## config.mk

```make
export PLATFORM = sky130hd
export DESIGN_NAME = shps_top
export DESIGN_NICKNAME = d
export VERILOG_FILES = /design/src/shared/shps_pkg.sv /design/src/verilog/shps_edge_det.sv /design/src/verilog/shps_top.sv
export SDC_FILE = /design/constraint.sdc
export NUM_CORES = 1
export LEC_CHECK = 0
export BUFFER_PORTS_ARGS = -buffer_cell sky130_fd_sc_hd__buf_2
export CAP_MARGIN = 0
export CORE_AREA = 2 2 39 41
export CTS_BUF_LIST = sky130_fd_sc_hd__clkbuf_4
export CTS_CLUSTER_SIZE = 20
export DETAILED_ROUTE_END_ITERATION = 10
export DIE_AREA = 0 0 41 43
export PLACE_DENSITY = 0.74
export SLEW_MARGIN = 20
export SYNTH_ARGS = -nofsm -noshare
export SYNTH_HDL_FRONTEND = slang
export SYNTH_SLANG_ARGS = --single-unit
```

## constraint.sdc

```tcl
create_clock -name core_clk_in -period 3.2 [get_ports core_clk_in]
set_input_delay 0.32 -clock core_clk_in [delete_from_list [all_inputs] [get_ports core_clk_in]]
set_output_delay 0.32 -clock core_clk_in [all_outputs]
set_load 0.005 [all_outputs]
```

## src/shared/shps_pkg.sv

```systemverilog
// Constants for the serial host port pin multiplexer.
// Assumes a single core clock; all pin inputs already synchronous to it.
package shps_pkg;

	localparam logic SHPS_SEL_SPI       = 1'b0;
	localparam logic SHPS_SEL_I2C       = 1'b1;
	localparam logic SHPS_RST_MODE      = 1'b0;
	localparam logic SHPS_RST_SO        = 1'b0;
	localparam logic SHPS_RST_OE        = 1'b0;
	localparam logic SHPS_RST_INT_OE    = 1'b0;
	localparam logic SHPS_RST_ADDR_BIT0 = 1'b0;

	typedef enum logic [1:0] {
		SHPS_ST_IDLE,
		SHPS_ST_SPI,
		SHPS_ST_I2C
	} shps_state_type;

endpackage : shps_pkg

```

## src/verilog/shps_edge_det.sv

```systemverilog
// Registered copy and rising/falling edge detector for one synchronous input.
// Assumes the input is already synchronous to core_clk_in.
`timescale 1ns/1ps
module shps_edge_det
	import shps_pkg::*;
(
	input  wire logic core_clk_in,  // Core clock
	input  wire logic resetn_in,    // Synchronous reset, active low
	input  wire logic sig_in,       // Sampled level
	output logic      level_out,    // Registered level
	output logic      rise_out,     // One-cycle pulse on rising edge
	output logic      fall_out      // One-cycle pulse on falling edge
);

	logic prev_q;
	logic prev_d;

	always_comb begin
		prev_d = sig_in;
	end

	always_ff @(posedge core_clk_in) begin
		if (!resetn_in) begin
			// Load the live level so an idle-high pin gives no false edge after reset
			prev_q <= prev_d;
		end else begin
			prev_q <= prev_d;
		end
	end

	assign level_out = prev_q;
	assign rise_out  = sig_in & ~prev_q;
	assign fall_out  = ~sig_in & prev_q;

endmodule : shps_edge_det

```

## src/verilog/shps_top.sv

```systemverilog
// Pin-level multiplexer for the host configuration port. The protocol engines
// sit inside the device core and talk to this block through the core_* ports.
// All pin inputs are assumed synchronous to core_clk_in.
`timescale 1ns/1ps
module shps_top
	import shps_pkg::*;
(
	input  wire logic core_clk_in,        // Core clock, 10 MHz
	input  wire logic resetn_in,          // Synchronous reset, active low
	input  wire logic i2c_sel_in,         // Interface select strap, 1 = I2C
	input  wire logic clk_pin_in,         // Shared clock pin level
	input  wire logic data_pin_in,        // Shared data pin level
	input  wire logic sel_pin_in,         // Chip select / address bit pin
	input  wire logic core_rd_data_in,    // SPI read data bit from core
	input  wire logic core_i2c_scl_low_in,// Core wants to stretch the I2C clock
	input  wire logic core_i2c_sda_low_in,// Core wants to pull I2C data low
	input  wire logic core_status_in,     // Status change pulse from core
	input  wire logic core_int_clear_in,  // Host has read the status registers
	output logic      i2c_mode_out,       // Registered interface mode, 1 = I2C
	output logic      clk_pin_out,        // Clock pin drive level (always 0)
	output logic      clk_pin_oe_out,     // Clock pin output enable, high drives
	output logic      data_pin_out,       // Data pin drive level (always 0)
	output logic      data_pin_oe_out,    // Data pin output enable, high drives
	output logic      so_out,             // Dedicated serial data output
	output logic      spi_active_out,     // SPI frame in progress
	output logic      spi_sck_rise_out,   // Qualified SPI clock rising edge pulse
	output logic      spi_sck_fall_out,   // Qualified SPI clock falling edge pulse
	output logic      spi_mosi_out,       // SPI data input to core
	output logic      i2c_scl_out,        // Registered I2C clock line level
	output logic      i2c_sda_out,        // Registered I2C data line level
	output logic      slave_addr_bit0_out,// I2C slave address bit 0
	output logic      int_n_out,          // Interrupt drive level (always 0)
	output logic      int_oe_out          // Interrupt output enable, high pulls low
);

	shps_state_type state_q;
	shps_state_type state_d;
	logic           mode_q;
	logic           mode_d;
	logic           so_q;
	logic           so_d;
	logic           clk_oe_q;
	logic           clk_oe_d;
	logic           data_oe_q;
	logic           data_oe_d;
	logic           active_q;
	logic           active_d;
	logic           rise_q;
	logic           rise_d;
	logic           fall_q;
	logic           fall_d;
	logic           mosi_q;
	logic           mosi_d;
	logic           scl_q;
	logic           scl_d;
	logic           sda_q;
	logic           sda_d;
	logic           addr_q;
	logic           addr_d;
	logic           int_oe_q;
	logic           int_oe_d;
	logic           clk_drv_q;
	logic           clk_drv_d;
	logic           data_drv_q;
	logic           data_drv_d;
	logic           int_drv_q;
	logic           int_drv_d;
	logic           clk_rise;
	logic           clk_fall;

	// Edge detector on the shared clock pin, used only in SPI mode
	// Qualified edges reach the core one clock after the pin moves
	shps_edge_det u_clk_edge (
		.core_clk_in (core_clk_in),
		.resetn_in   (resetn_in),
		.sig_in      (clk_pin_in),
		.level_out   (),
		.rise_out    (clk_rise),
		.fall_out    (clk_fall)
	);

	always_comb begin
		state_d   = state_q;
		mode_d    = mode_q;
		so_d      = SHPS_RST_SO;
		clk_oe_d  = SHPS_RST_OE;
		data_oe_d = SHPS_RST_OE;
		active_d  = 1'b0;
		rise_d    = 1'b0;
		fall_d    = 1'b0;
		mosi_d    = 1'b0;
		scl_d     = 1'b1;
		sda_d     = 1'b1;
		addr_d    = addr_q;
		// Drive levels stay low; only the enables move on open-drain lines
		clk_drv_d  = 1'b0;
		data_drv_d = 1'b0;
		case (state_q)
			SHPS_ST_IDLE: begin
				// Strap is taken one clock after reset release, then steers the pins
				mode_d = i2c_sel_in;
				if (i2c_sel_in == SHPS_SEL_I2C) begin
					state_d = SHPS_ST_I2C;
				end else begin
					state_d = SHPS_ST_SPI;
				end
			end
			SHPS_ST_SPI: begin
				// Pins stay input only; the select pin frames each transfer
				if (!sel_pin_in) begin
					active_d = 1'b1;
					rise_d   = clk_rise;
					fall_d   = clk_fall;
					mosi_d   = data_pin_in;
					so_d     = core_rd_data_in;
				end else begin
					// Deselected: edges dropped and serial output parked low
					rise_d   = 1'b0;
					fall_d   = 1'b0;
					so_d     = SHPS_RST_SO;
				end
			end
			SHPS_ST_I2C: begin
				// Open-drain drive on both shared lines
				scl_d     = clk_pin_in;
				sda_d     = data_pin_in;
				clk_oe_d  = core_i2c_scl_low_in;
				data_oe_d = core_i2c_sda_low_in;
				// Tracked every cycle, so a board strap change shows one clock later
				addr_d    = sel_pin_in;
				so_d      = 1'b0;
			end
			default: begin
				state_d = SHPS_ST_IDLE;
			end
		endcase
	end

	// Interrupt flag and its open-drain drive level
	always_comb begin
		int_drv_d = 1'b0;
		// Set wins over clear so a change during the host read is not lost
		if (core_status_in) begin
			int_oe_d = 1'b1;
		end else if (core_int_clear_in) begin
			int_oe_d = 1'b0;
		end else begin
			int_oe_d = int_oe_q;
		end
	end

	always_ff @(posedge core_clk_in) begin
		if (!resetn_in) begin
			int_oe_q  <= SHPS_RST_INT_OE;
			int_drv_q <= 1'b0;
		end else begin
			int_oe_q  <= int_oe_d;
			int_drv_q <= int_drv_d;
		end
	end

	always_ff @(posedge core_clk_in) begin
		if (!resetn_in) begin
			state_q   <= SHPS_ST_IDLE;
			mode_q    <= SHPS_RST_MODE;
			so_q      <= SHPS_RST_SO;
			clk_oe_q  <= SHPS_RST_OE;
			data_oe_q <= SHPS_RST_OE;
			active_q  <= 1'b0;
			rise_q    <= 1'b0;
			fall_q    <= 1'b0;
			mosi_q    <= 1'b0;
			scl_q     <= 1'b1;
			sda_q     <= 1'b1;
			addr_q    <= SHPS_RST_ADDR_BIT0;
			clk_drv_q  <= 1'b0;
			data_drv_q <= 1'b0;
		end else begin
			state_q   <= state_d;
			mode_q    <= mode_d;
			so_q      <= so_d;
			clk_oe_q  <= clk_oe_d;
			data_oe_q <= data_oe_d;
			active_q  <= active_d;
			rise_q    <= rise_d;
			fall_q    <= fall_d;
			mosi_q    <= mosi_d;
			scl_q     <= scl_d;
			sda_q     <= sda_d;
			addr_q    <= addr_d;
			clk_drv_q  <= clk_drv_d;
			data_drv_q <= data_drv_d;
		end
	end

	assign i2c_mode_out        = mode_q;
	assign clk_pin_out         = clk_drv_q;
	assign clk_pin_oe_out      = clk_oe_q;
	assign data_pin_out        = data_drv_q;
	assign data_pin_oe_out     = data_oe_q;
	assign so_out              = so_q;
	assign spi_active_out      = active_q;
	assign spi_sck_rise_out    = rise_q;
	assign spi_sck_fall_out    = fall_q;
	assign spi_mosi_out        = mosi_q;
	assign i2c_scl_out         = scl_q;
	assign i2c_sda_out         = sda_q;
	assign slave_addr_bit0_out = addr_q;
	// Only ever pulls low; external pull-up gives the idle level
	assign int_n_out           = int_drv_q;
	assign int_oe_out          = int_oe_q;

endmodule : shps_top

```

==> flow_metrics.env, run 1 <==
export IMPL_synthAdderAreaFrac=0.0714
export IMPL_irDropWorstVdd_mv=0.211
export IMPL_postSynthCellCount=46
export IMPL_sequence_of_cells_on_the_critical_path="inv_1, ha_1, nor4bb_1, a31o_1"
export IMPL_drtPass1Iterations=2
export IMPL_drt_first_iter_violations=3
export IMPL_synth_top_area_frac=0.571
export IMPL_post_cts_setup_buffer_count=0
export IMPL_synth_async_reset_ratio=0
export IMPL_synth_area_leader_cell="dfxtp_1"
export IMPL_yosysSeqAreaShare=0.571
export IMPL_synth_ff_type="dfxtp_1"
export IMPL_critical_path_top_delay_family="flip-flops"
export IMPL_slowest_stage="dfxtp_1"
export IMPL_setup_tns_final_ps=0
export IMPL_synth_compound_area_share=0.0310
export IMPL_post_synth_cell_area_avg_um2=11.4
export IMPL_power_density_nw_per_um2=603
export IMPL_dp_hpwl_um=607
export IMPL_synth_enable_flop_cells=0
export IMPL_cts_tree="done"
export IMPL_place_worst_setup_slack_ps=2000
export IMPL_portion_of_netlist_area_occupied_by_mux_cells=0.0381
export IMPL_crit_path_max_incr_delay_ps=370
export IMPL_coreArea_um2=1380
export IMPL_die_width_um=41
export IMPL_io_pin_count=26
export IMPL_grt_ovfl_total=0
export IMPL_detail_route_wirelength_um=790
export IMPL_synth_lib_cells_used_distinct=18
export IMPL_post_synth_top_count_cell="dfxtp_1"
export IMPL_start_kind="flop"
export IMPL_worstPathBufferInverterCount=1
export IMPL_synth_simple_gate_area_share=0.207
export IMPL_post_route_clock_period_utilization=0.382
export IMPL_instance_area_after_placement_um2=636
export IMPL_fin_crit_ps=1220
export IMPL_grt_setup_unrepaired="no"
export IMPL_clk_insertion_delay_late_ps=280
export IMPL_route_detailed_wl_per_inst_um=9.19
export IMPL_worst_ep_arrival_time_ps=1450
export IMPL_area_growth_pct=26.2
export IMPL_floorplan_rows=14
export IMPL_reg2reg_from="state_q[0]$_SDFFE_PN0N_"
export IMPL_clkSlewWorstSetupHoldPaths_ps=90
export IMPL_wire_length_of_the_first_global_routing_pass_um=1140
export IMPL_antenna_found_initial=0
export IMPL_drc=0
export IMPL_cellLeakagePower_nw=0.338
export IMPL_die_y_um=43
export IMPL_r2r_cells=4
export IMPL_min_to="u_clk_edge.level_out$_DFF_P_"
export IMPL_layout_drive_gt1_share=0.371
export IMPL_numCtsBuffers=3
export IMPL_clockBufferDepth=2
export IMPL_antenna_cells=0
export IMPL_ctsRootBufferMaster="clkbuf_4"
export IMPL_num_vias=380
export IMPL_crit_start="state_q[0]$_SDFFE_PN0N_"
export IMPL_finalSetupViolations=0
export IMPL_numClockSinks=15
export IMPL_final_hold_violation_count=0
export IMPL_main_combinational_cell_family_by_area_after_synthesis="simple AND/OR/NAND/NOR gates"
export IMPL_criticalPathCategory="flop to flop"
export IMPL_result_of_the_run="finished, final reports clean"
export IMPL_postLayoutSetupSlackWorst_ps=1980
export IMPL_vias_in_the_first_global_route=287
export IMPL_hold_path_origin="clk_pin_in"
export IMPL_synth_seq_cells=15
export IMPL_hold_crit_class="input port to flop"
export IMPL_initial_utilization=0.380
export IMPL_netlist_area_um2=526
export IMPL_remaining_antenna_violation_count=0
export IMPL_finClkSkew_ps=7.31
export IMPL_synth_xor_area_frac=0
export IMPL_critical_path_peak_fanout=4
export IMPL_synth_top_cells_by_area="dfxtp_1 57%, ha_1 7.1%, buf_4 4.3%, nand3b_1 4.3%, mux2i_1 3.8%"
export IMPL_cts_htree_levels=1
export IMPL_grt_max_degree=13
export IMPL_synthesis_yosys_warnings=0
export IMPL_crit_path_end_kind="flop"
export IMPL_final_nets=85
export IMPL_groute_usage_overall=0.105
export IMPL_postLayoutCellArea_um2=663
export IMPL_worstReg2RegEnd="state_q[0]$_SDFFE_PN0N_"
export IMPL_worst_endpoint_required_ps=3430
export IMPL_buffer_ports_inserted=22
export IMPL_cts_hold_buf=0
export IMPL_max_clock_freq_ghz=0.819
export IMPL_floorplan_die_area_um2=1760
export IMPL_ff2ff_setup_slack_ps=1980
export IMPL_post_cts_resized_instances=0
export IMPL_finalWeightedCongestion=0.727
export IMPL_worst_hold_path_num_cells=1
export IMPL_average_vias_per_placed_instance=4.42
export IMPL_timing_max_transition_violations_final=0
export IMPL_max_cap_violations=0
## cells by family (layout without fill, tap and decap cells)
| family | count (synthesis) | after routing |
|---|---|---|
| fa+ha+maj | 3 | 3 |
| compound gates | 2 | 2 |
| other cells | 1 | 3 |
| buf+inv | 7 | 29 |
| mux | 2 | 2 |
| simple gates | 16 | 16 |
| flops | 15 | 15 |
## layer usage
layer | vias to the layer above | routed length, um | GRT usage
met4 | 0 | 34 | 0.120
li1 | 196 | - | -
met2 | 22 | 303 | 0.125
met5 | - | 0 | 0
met1 | 158 | 360 | 0.130
met3 | 4 | 91 | 0.0314
## through the flow
stage                     cells  utilization  hold WS, ps  total power [mW]
after floorplan              48            -          348             0.277
after global placement       82        0.459          394             0.298
after detailed placement     82        0.459          402             0.302
after CTS                    86        0.479          170             0.404
after global routing         86        0.479          170             0.424
final                        86        0.479          171             0.400
## layout by cell type, fill, tap and decap left out
cell type / instances
ha_1: 3
a31o_1: 1
inv_1: 3
clkinv_2: 1
o21a_1: 1
nand2_1: 1
nand3_1: 1
and3_1: 2
and2_1: 2
mux2i_1: 2
nand3b_1: 3
nor3b_1: 2
nor2b_1: 3
dfxtp_1: 15
nand4b_1: 1
nor4bb_1: 1
clkbuf_4: 3
buf_2: 22
conb_1: 3
## flip-flops by register name, summed over array words and instances, names as in the netlist
register and cells:
spi_sck_fall_out 1, state_q 2, clk_pin_oe_out 1, i2c_mode_out 1, so_out 1, slave_addr_bit0_out 1
data_pin_oe_out 1, spi_mosi_out 1, int_oe_out 1, i2c_scl_out 1, spi_active_out 1, i2c_sda_out 1
spi_sck_rise_out 1, u_clk_edge.level_out 1
## how the worst max path moves through the flow
stage / slack, ps / endpoint / cells after the start
floorplan: 2080 / state_q[0]$_SDFFE_PN0N_ / 4
global placement: 2060 / state_q[0]$_SDFFE_PN0N_ / 4
detailed placement: 2000 / state_q[0]$_SDFFE_PN0N_ / 4
CTS: 1980 / state_q[0]$_SDFFE_PN0N_ / 4
global route: 1900 / state_q[0]$_SDFFE_PN0N_ / 4
finish: 1980 / state_q[0]$_SDFFE_PN0N_ / 4
## power by group
group          leakage [nW]  internal, mW  switching (mW)  total [mW]
Sequential            0.123         0.206         0.00887       0.215
Combinational         0.198        0.0428          0.0386      0.0814
Clock                0.0177        0.0463          0.0573       0.104
Total                 0.338         0.295           0.105       0.400
## final cells by class
| class | instances | area (um2) |
|---|---|---|
| inverters | 3 | 11.3 |
| repair buffers | 22 | 110 |
| flip-flops and latches | 15 | 300 |
| fillers | 129 | 721 |
| multi-input cells | 26 | 194 |
| clock inverters | 1 | 5.00 |
| clock buffers | 3 | 22.5 |
| well taps | 16 | 20.0 |
No activity file was read; power rests on OpenSTA's default activity.
==> run 2: changes to the inputs <==
==> constraint.sdc (replaced) <==
create_clock -name core_clk_in -period 1.15 [get_ports core_clk_in]
set_input_delay 0.115 -clock core_clk_in [delete_from_list [all_inputs] [get_ports core_clk_in]]
set_output_delay 0.115 -clock core_clk_in [all_outputs]
set_load 0.005 [all_outputs]
==> run 2 against run 1 <==
Sequential share of layout area decreased by 2.7 points. Clock power grew to 2.8 times the previous value. Critical path depth rose by 1. Worst hold slack got worse by 150 ps. Combinational power grew to 4.1 times the previous value. Non-clock buffer count rose by 2. Global-route usage increased by 0.40 points. Clock skew is 1.0 ps lower. First-iteration DRC count is 33% lower. Total power rose to 3.1 times the previous value. Cell area increased by 7.2%. Sequential power rose to 2.8 times the previous value. Critical path type unchanged. Largest power group unchanged.
==> flow_metrics.env, run 2 (synthesized netlist as in run 1, its figures left out) <==
export IMPL_finClkSkew_ps=6.27
export IMPL_instance_area_after_placement_um2=643
export IMPL_area_growth_pct=35.2
export IMPL_finalSetupViolations=0
export IMPL_timing_max_transition_violations_final=0
export IMPL_top_register="state_q"
export IMPL_average_vias_per_placed_instance=4.30
export IMPL_power_density_nw_per_um2=1720
export IMPL_largest_reg_flops=2
export IMPL_totalPowerFinal_mw=1.22
export IMPL_most_common_cell_after_layout_fill_and_taps_aside="buf_2"
export IMPL_cts_tree="done"
export IMPL_cts_htree_levels=1
export IMPL_drt_first_iter_violations=2
export IMPL_worst_endpoint_required_ps=1340
export IMPL_global_route_peak_usage_layer="met2"
export IMPL_clockBufferDepth=2
export IMPL_grt_max_degree=13
export IMPL_remaining_antenna_violation_count=0
export IMPL_highest_count_cells_in_the_layout_ignoring_fill_and_taps="22 x buf_2, 13 x dfxtp_1"
export IMPL_max_cap_violations=0
export IMPL_worst_ep_arrival_time_ps=1270
export IMPL_post_route_clock_period_utilization=0.943
export IMPL_dp_hpwl_um=627
export IMPL_cellLeakagePower_nw=0.356
export IMPL_start_kind="flop"
export IMPL_finalWeightedCongestion=0.699
export IMPL_numCtsBuffers=3
export IMPL_irDropWorstVdd_mv=0.630
export IMPL_io_pin_count=26
export IMPL_max_clock_freq_ghz=0.922
export IMPL_final_hold_violation_count=0
export IMPL_antenna_cells=0
export IMPL_buffer_ports_inserted=22
export IMPL_coreArea_um2=1380
export IMPL_result_of_the_run="finished, final reports clean"
export IMPL_critical_path_peak_fanout=3
export IMPL_die_width_um=41
export IMPL_grt_setup_unrepaired="no"
export IMPL_clk_insertion_delay_late_ps=280
export IMPL_grt_use_met2=0.156
export IMPL_postLayoutCellArea_um2=711
export IMPL_crit_path_end_kind="flop"
export IMPL_final_nets=87
export IMPL_numClockSinks=15
export IMPL_initial_utilization=0.380
export IMPL_drc=0
export IMPL_met1_usage=0.130
export IMPL_ctsRootBufferMaster="clkbuf_4"
export IMPL_criticalPathCategory="flop to flop"
export IMPL_layout_filler_cells=136
export IMPL_post_cts_setup_buffer_count=0
export IMPL_hold_crit_class="input port to flop"
export IMPL_layout_drive_gt1_share=0.458
export IMPL_num_vias=378
export IMPL_floorplan_rows=14
export IMPL_grt_ovfl_total=0
export IMPL_floorplan_die_area_um2=1760
export IMPL_share_of_the_core_filled_with_cells_in_the_final_layout=0.514
export IMPL_detail_route_wirelength_um=846
export IMPL_drtPass1Iterations=2
export IMPL_die_y_um=43
export IMPL_vias_in_the_first_global_route=325
export IMPL_wire_length_of_the_first_global_routing_pass_um=1290
export IMPL_worst_hold_slack_ps=24.3
export IMPL_fin_crit_ps=1080
export IMPL_grt_met3_usage=0.0157
export IMPL_route_detailed_wl_per_inst_um=9.61
export IMPL_clkSlewWorstSetupHoldPaths_ps=90
export IMPL_antenna_found_initial=0
export IMPL_groute_usage_overall=0.109
## run 2: metrics by stage
stage	setup slack [ps]	cells	TNS [ps]
finish	65.6	88	0
global route	7.35	88	0
CTS	17.1	88	0
detailed placement	-62.6	83	-62.6
global placement	29.1	83	0
floorplan	31.6	48	0
## run 2: final cells by class
cell class	instances	area, um2	area share
Multi-Input combinational cell	26	221	0.312
Inverter	3	11.3	0.0158
Tap cell	16	20.0	0.0282
Clock buffer	3	22.5	0.0317
Timing Repair Buffer	24	128	0.180
Clock inverter	1	5.00	0.00704
Sequential cell	15	303	0.426
## run 2: worst max-delay path, stage by stage (launching register included)
cell      delay [ps]
dfxtp_2          330
buf_4            130
ha_1             190
nand3b_1         120
inv_1             70
and2_1           150
## run 2: power breakdown
| group | switching [mW] | internal [mW] | total [mW] |
|---|---|---|---|
| Combinational | 0.139 | 0.191 | 0.330 |
| Sequential | 0.0242 | 0.577 | 0.601 |
| Clock | 0.163 | 0.129 | 0.293 |
## run 2: repair_timing
item,in CTS,in global routing
endpoints found under the setup margin,1,2
endpoints found under the hold margin,1,0
pin swaps,1,1
hold buffers,1,0
resized for setup,3,4
## run 2: worst paths after layout
kind / startpoint / endpoint / slack [ps] / cells after the start
hold / removal: core_rd_data_in / so_out$_SDFF_PP0_ / 20 / 2
hold reg to reg: u_clk_edge.level_out$_DFF_P_ / spi_sck_rise_out$_SDFF_PP0_ / 420 / 1
setup reg to reg: state_q[0]$_SDFFE_PN0N_ / so_out$_SDFF_PP0_ / 70 / 5
setup / recovery: state_q[0]$_SDFFE_PN0N_ / so_out$_SDFF_PP0_ / 70 / 5
## run 2: metal layers
| layer | wire (um) | share of wire |
|---|---|---|
| met4 | 27 | 0.032 |
| met2 | 333 | 0.39 |
| met3 | 85 | 0.10 |
| met1 | 399 | 0.47 |
| met5 | 0 | 0 |
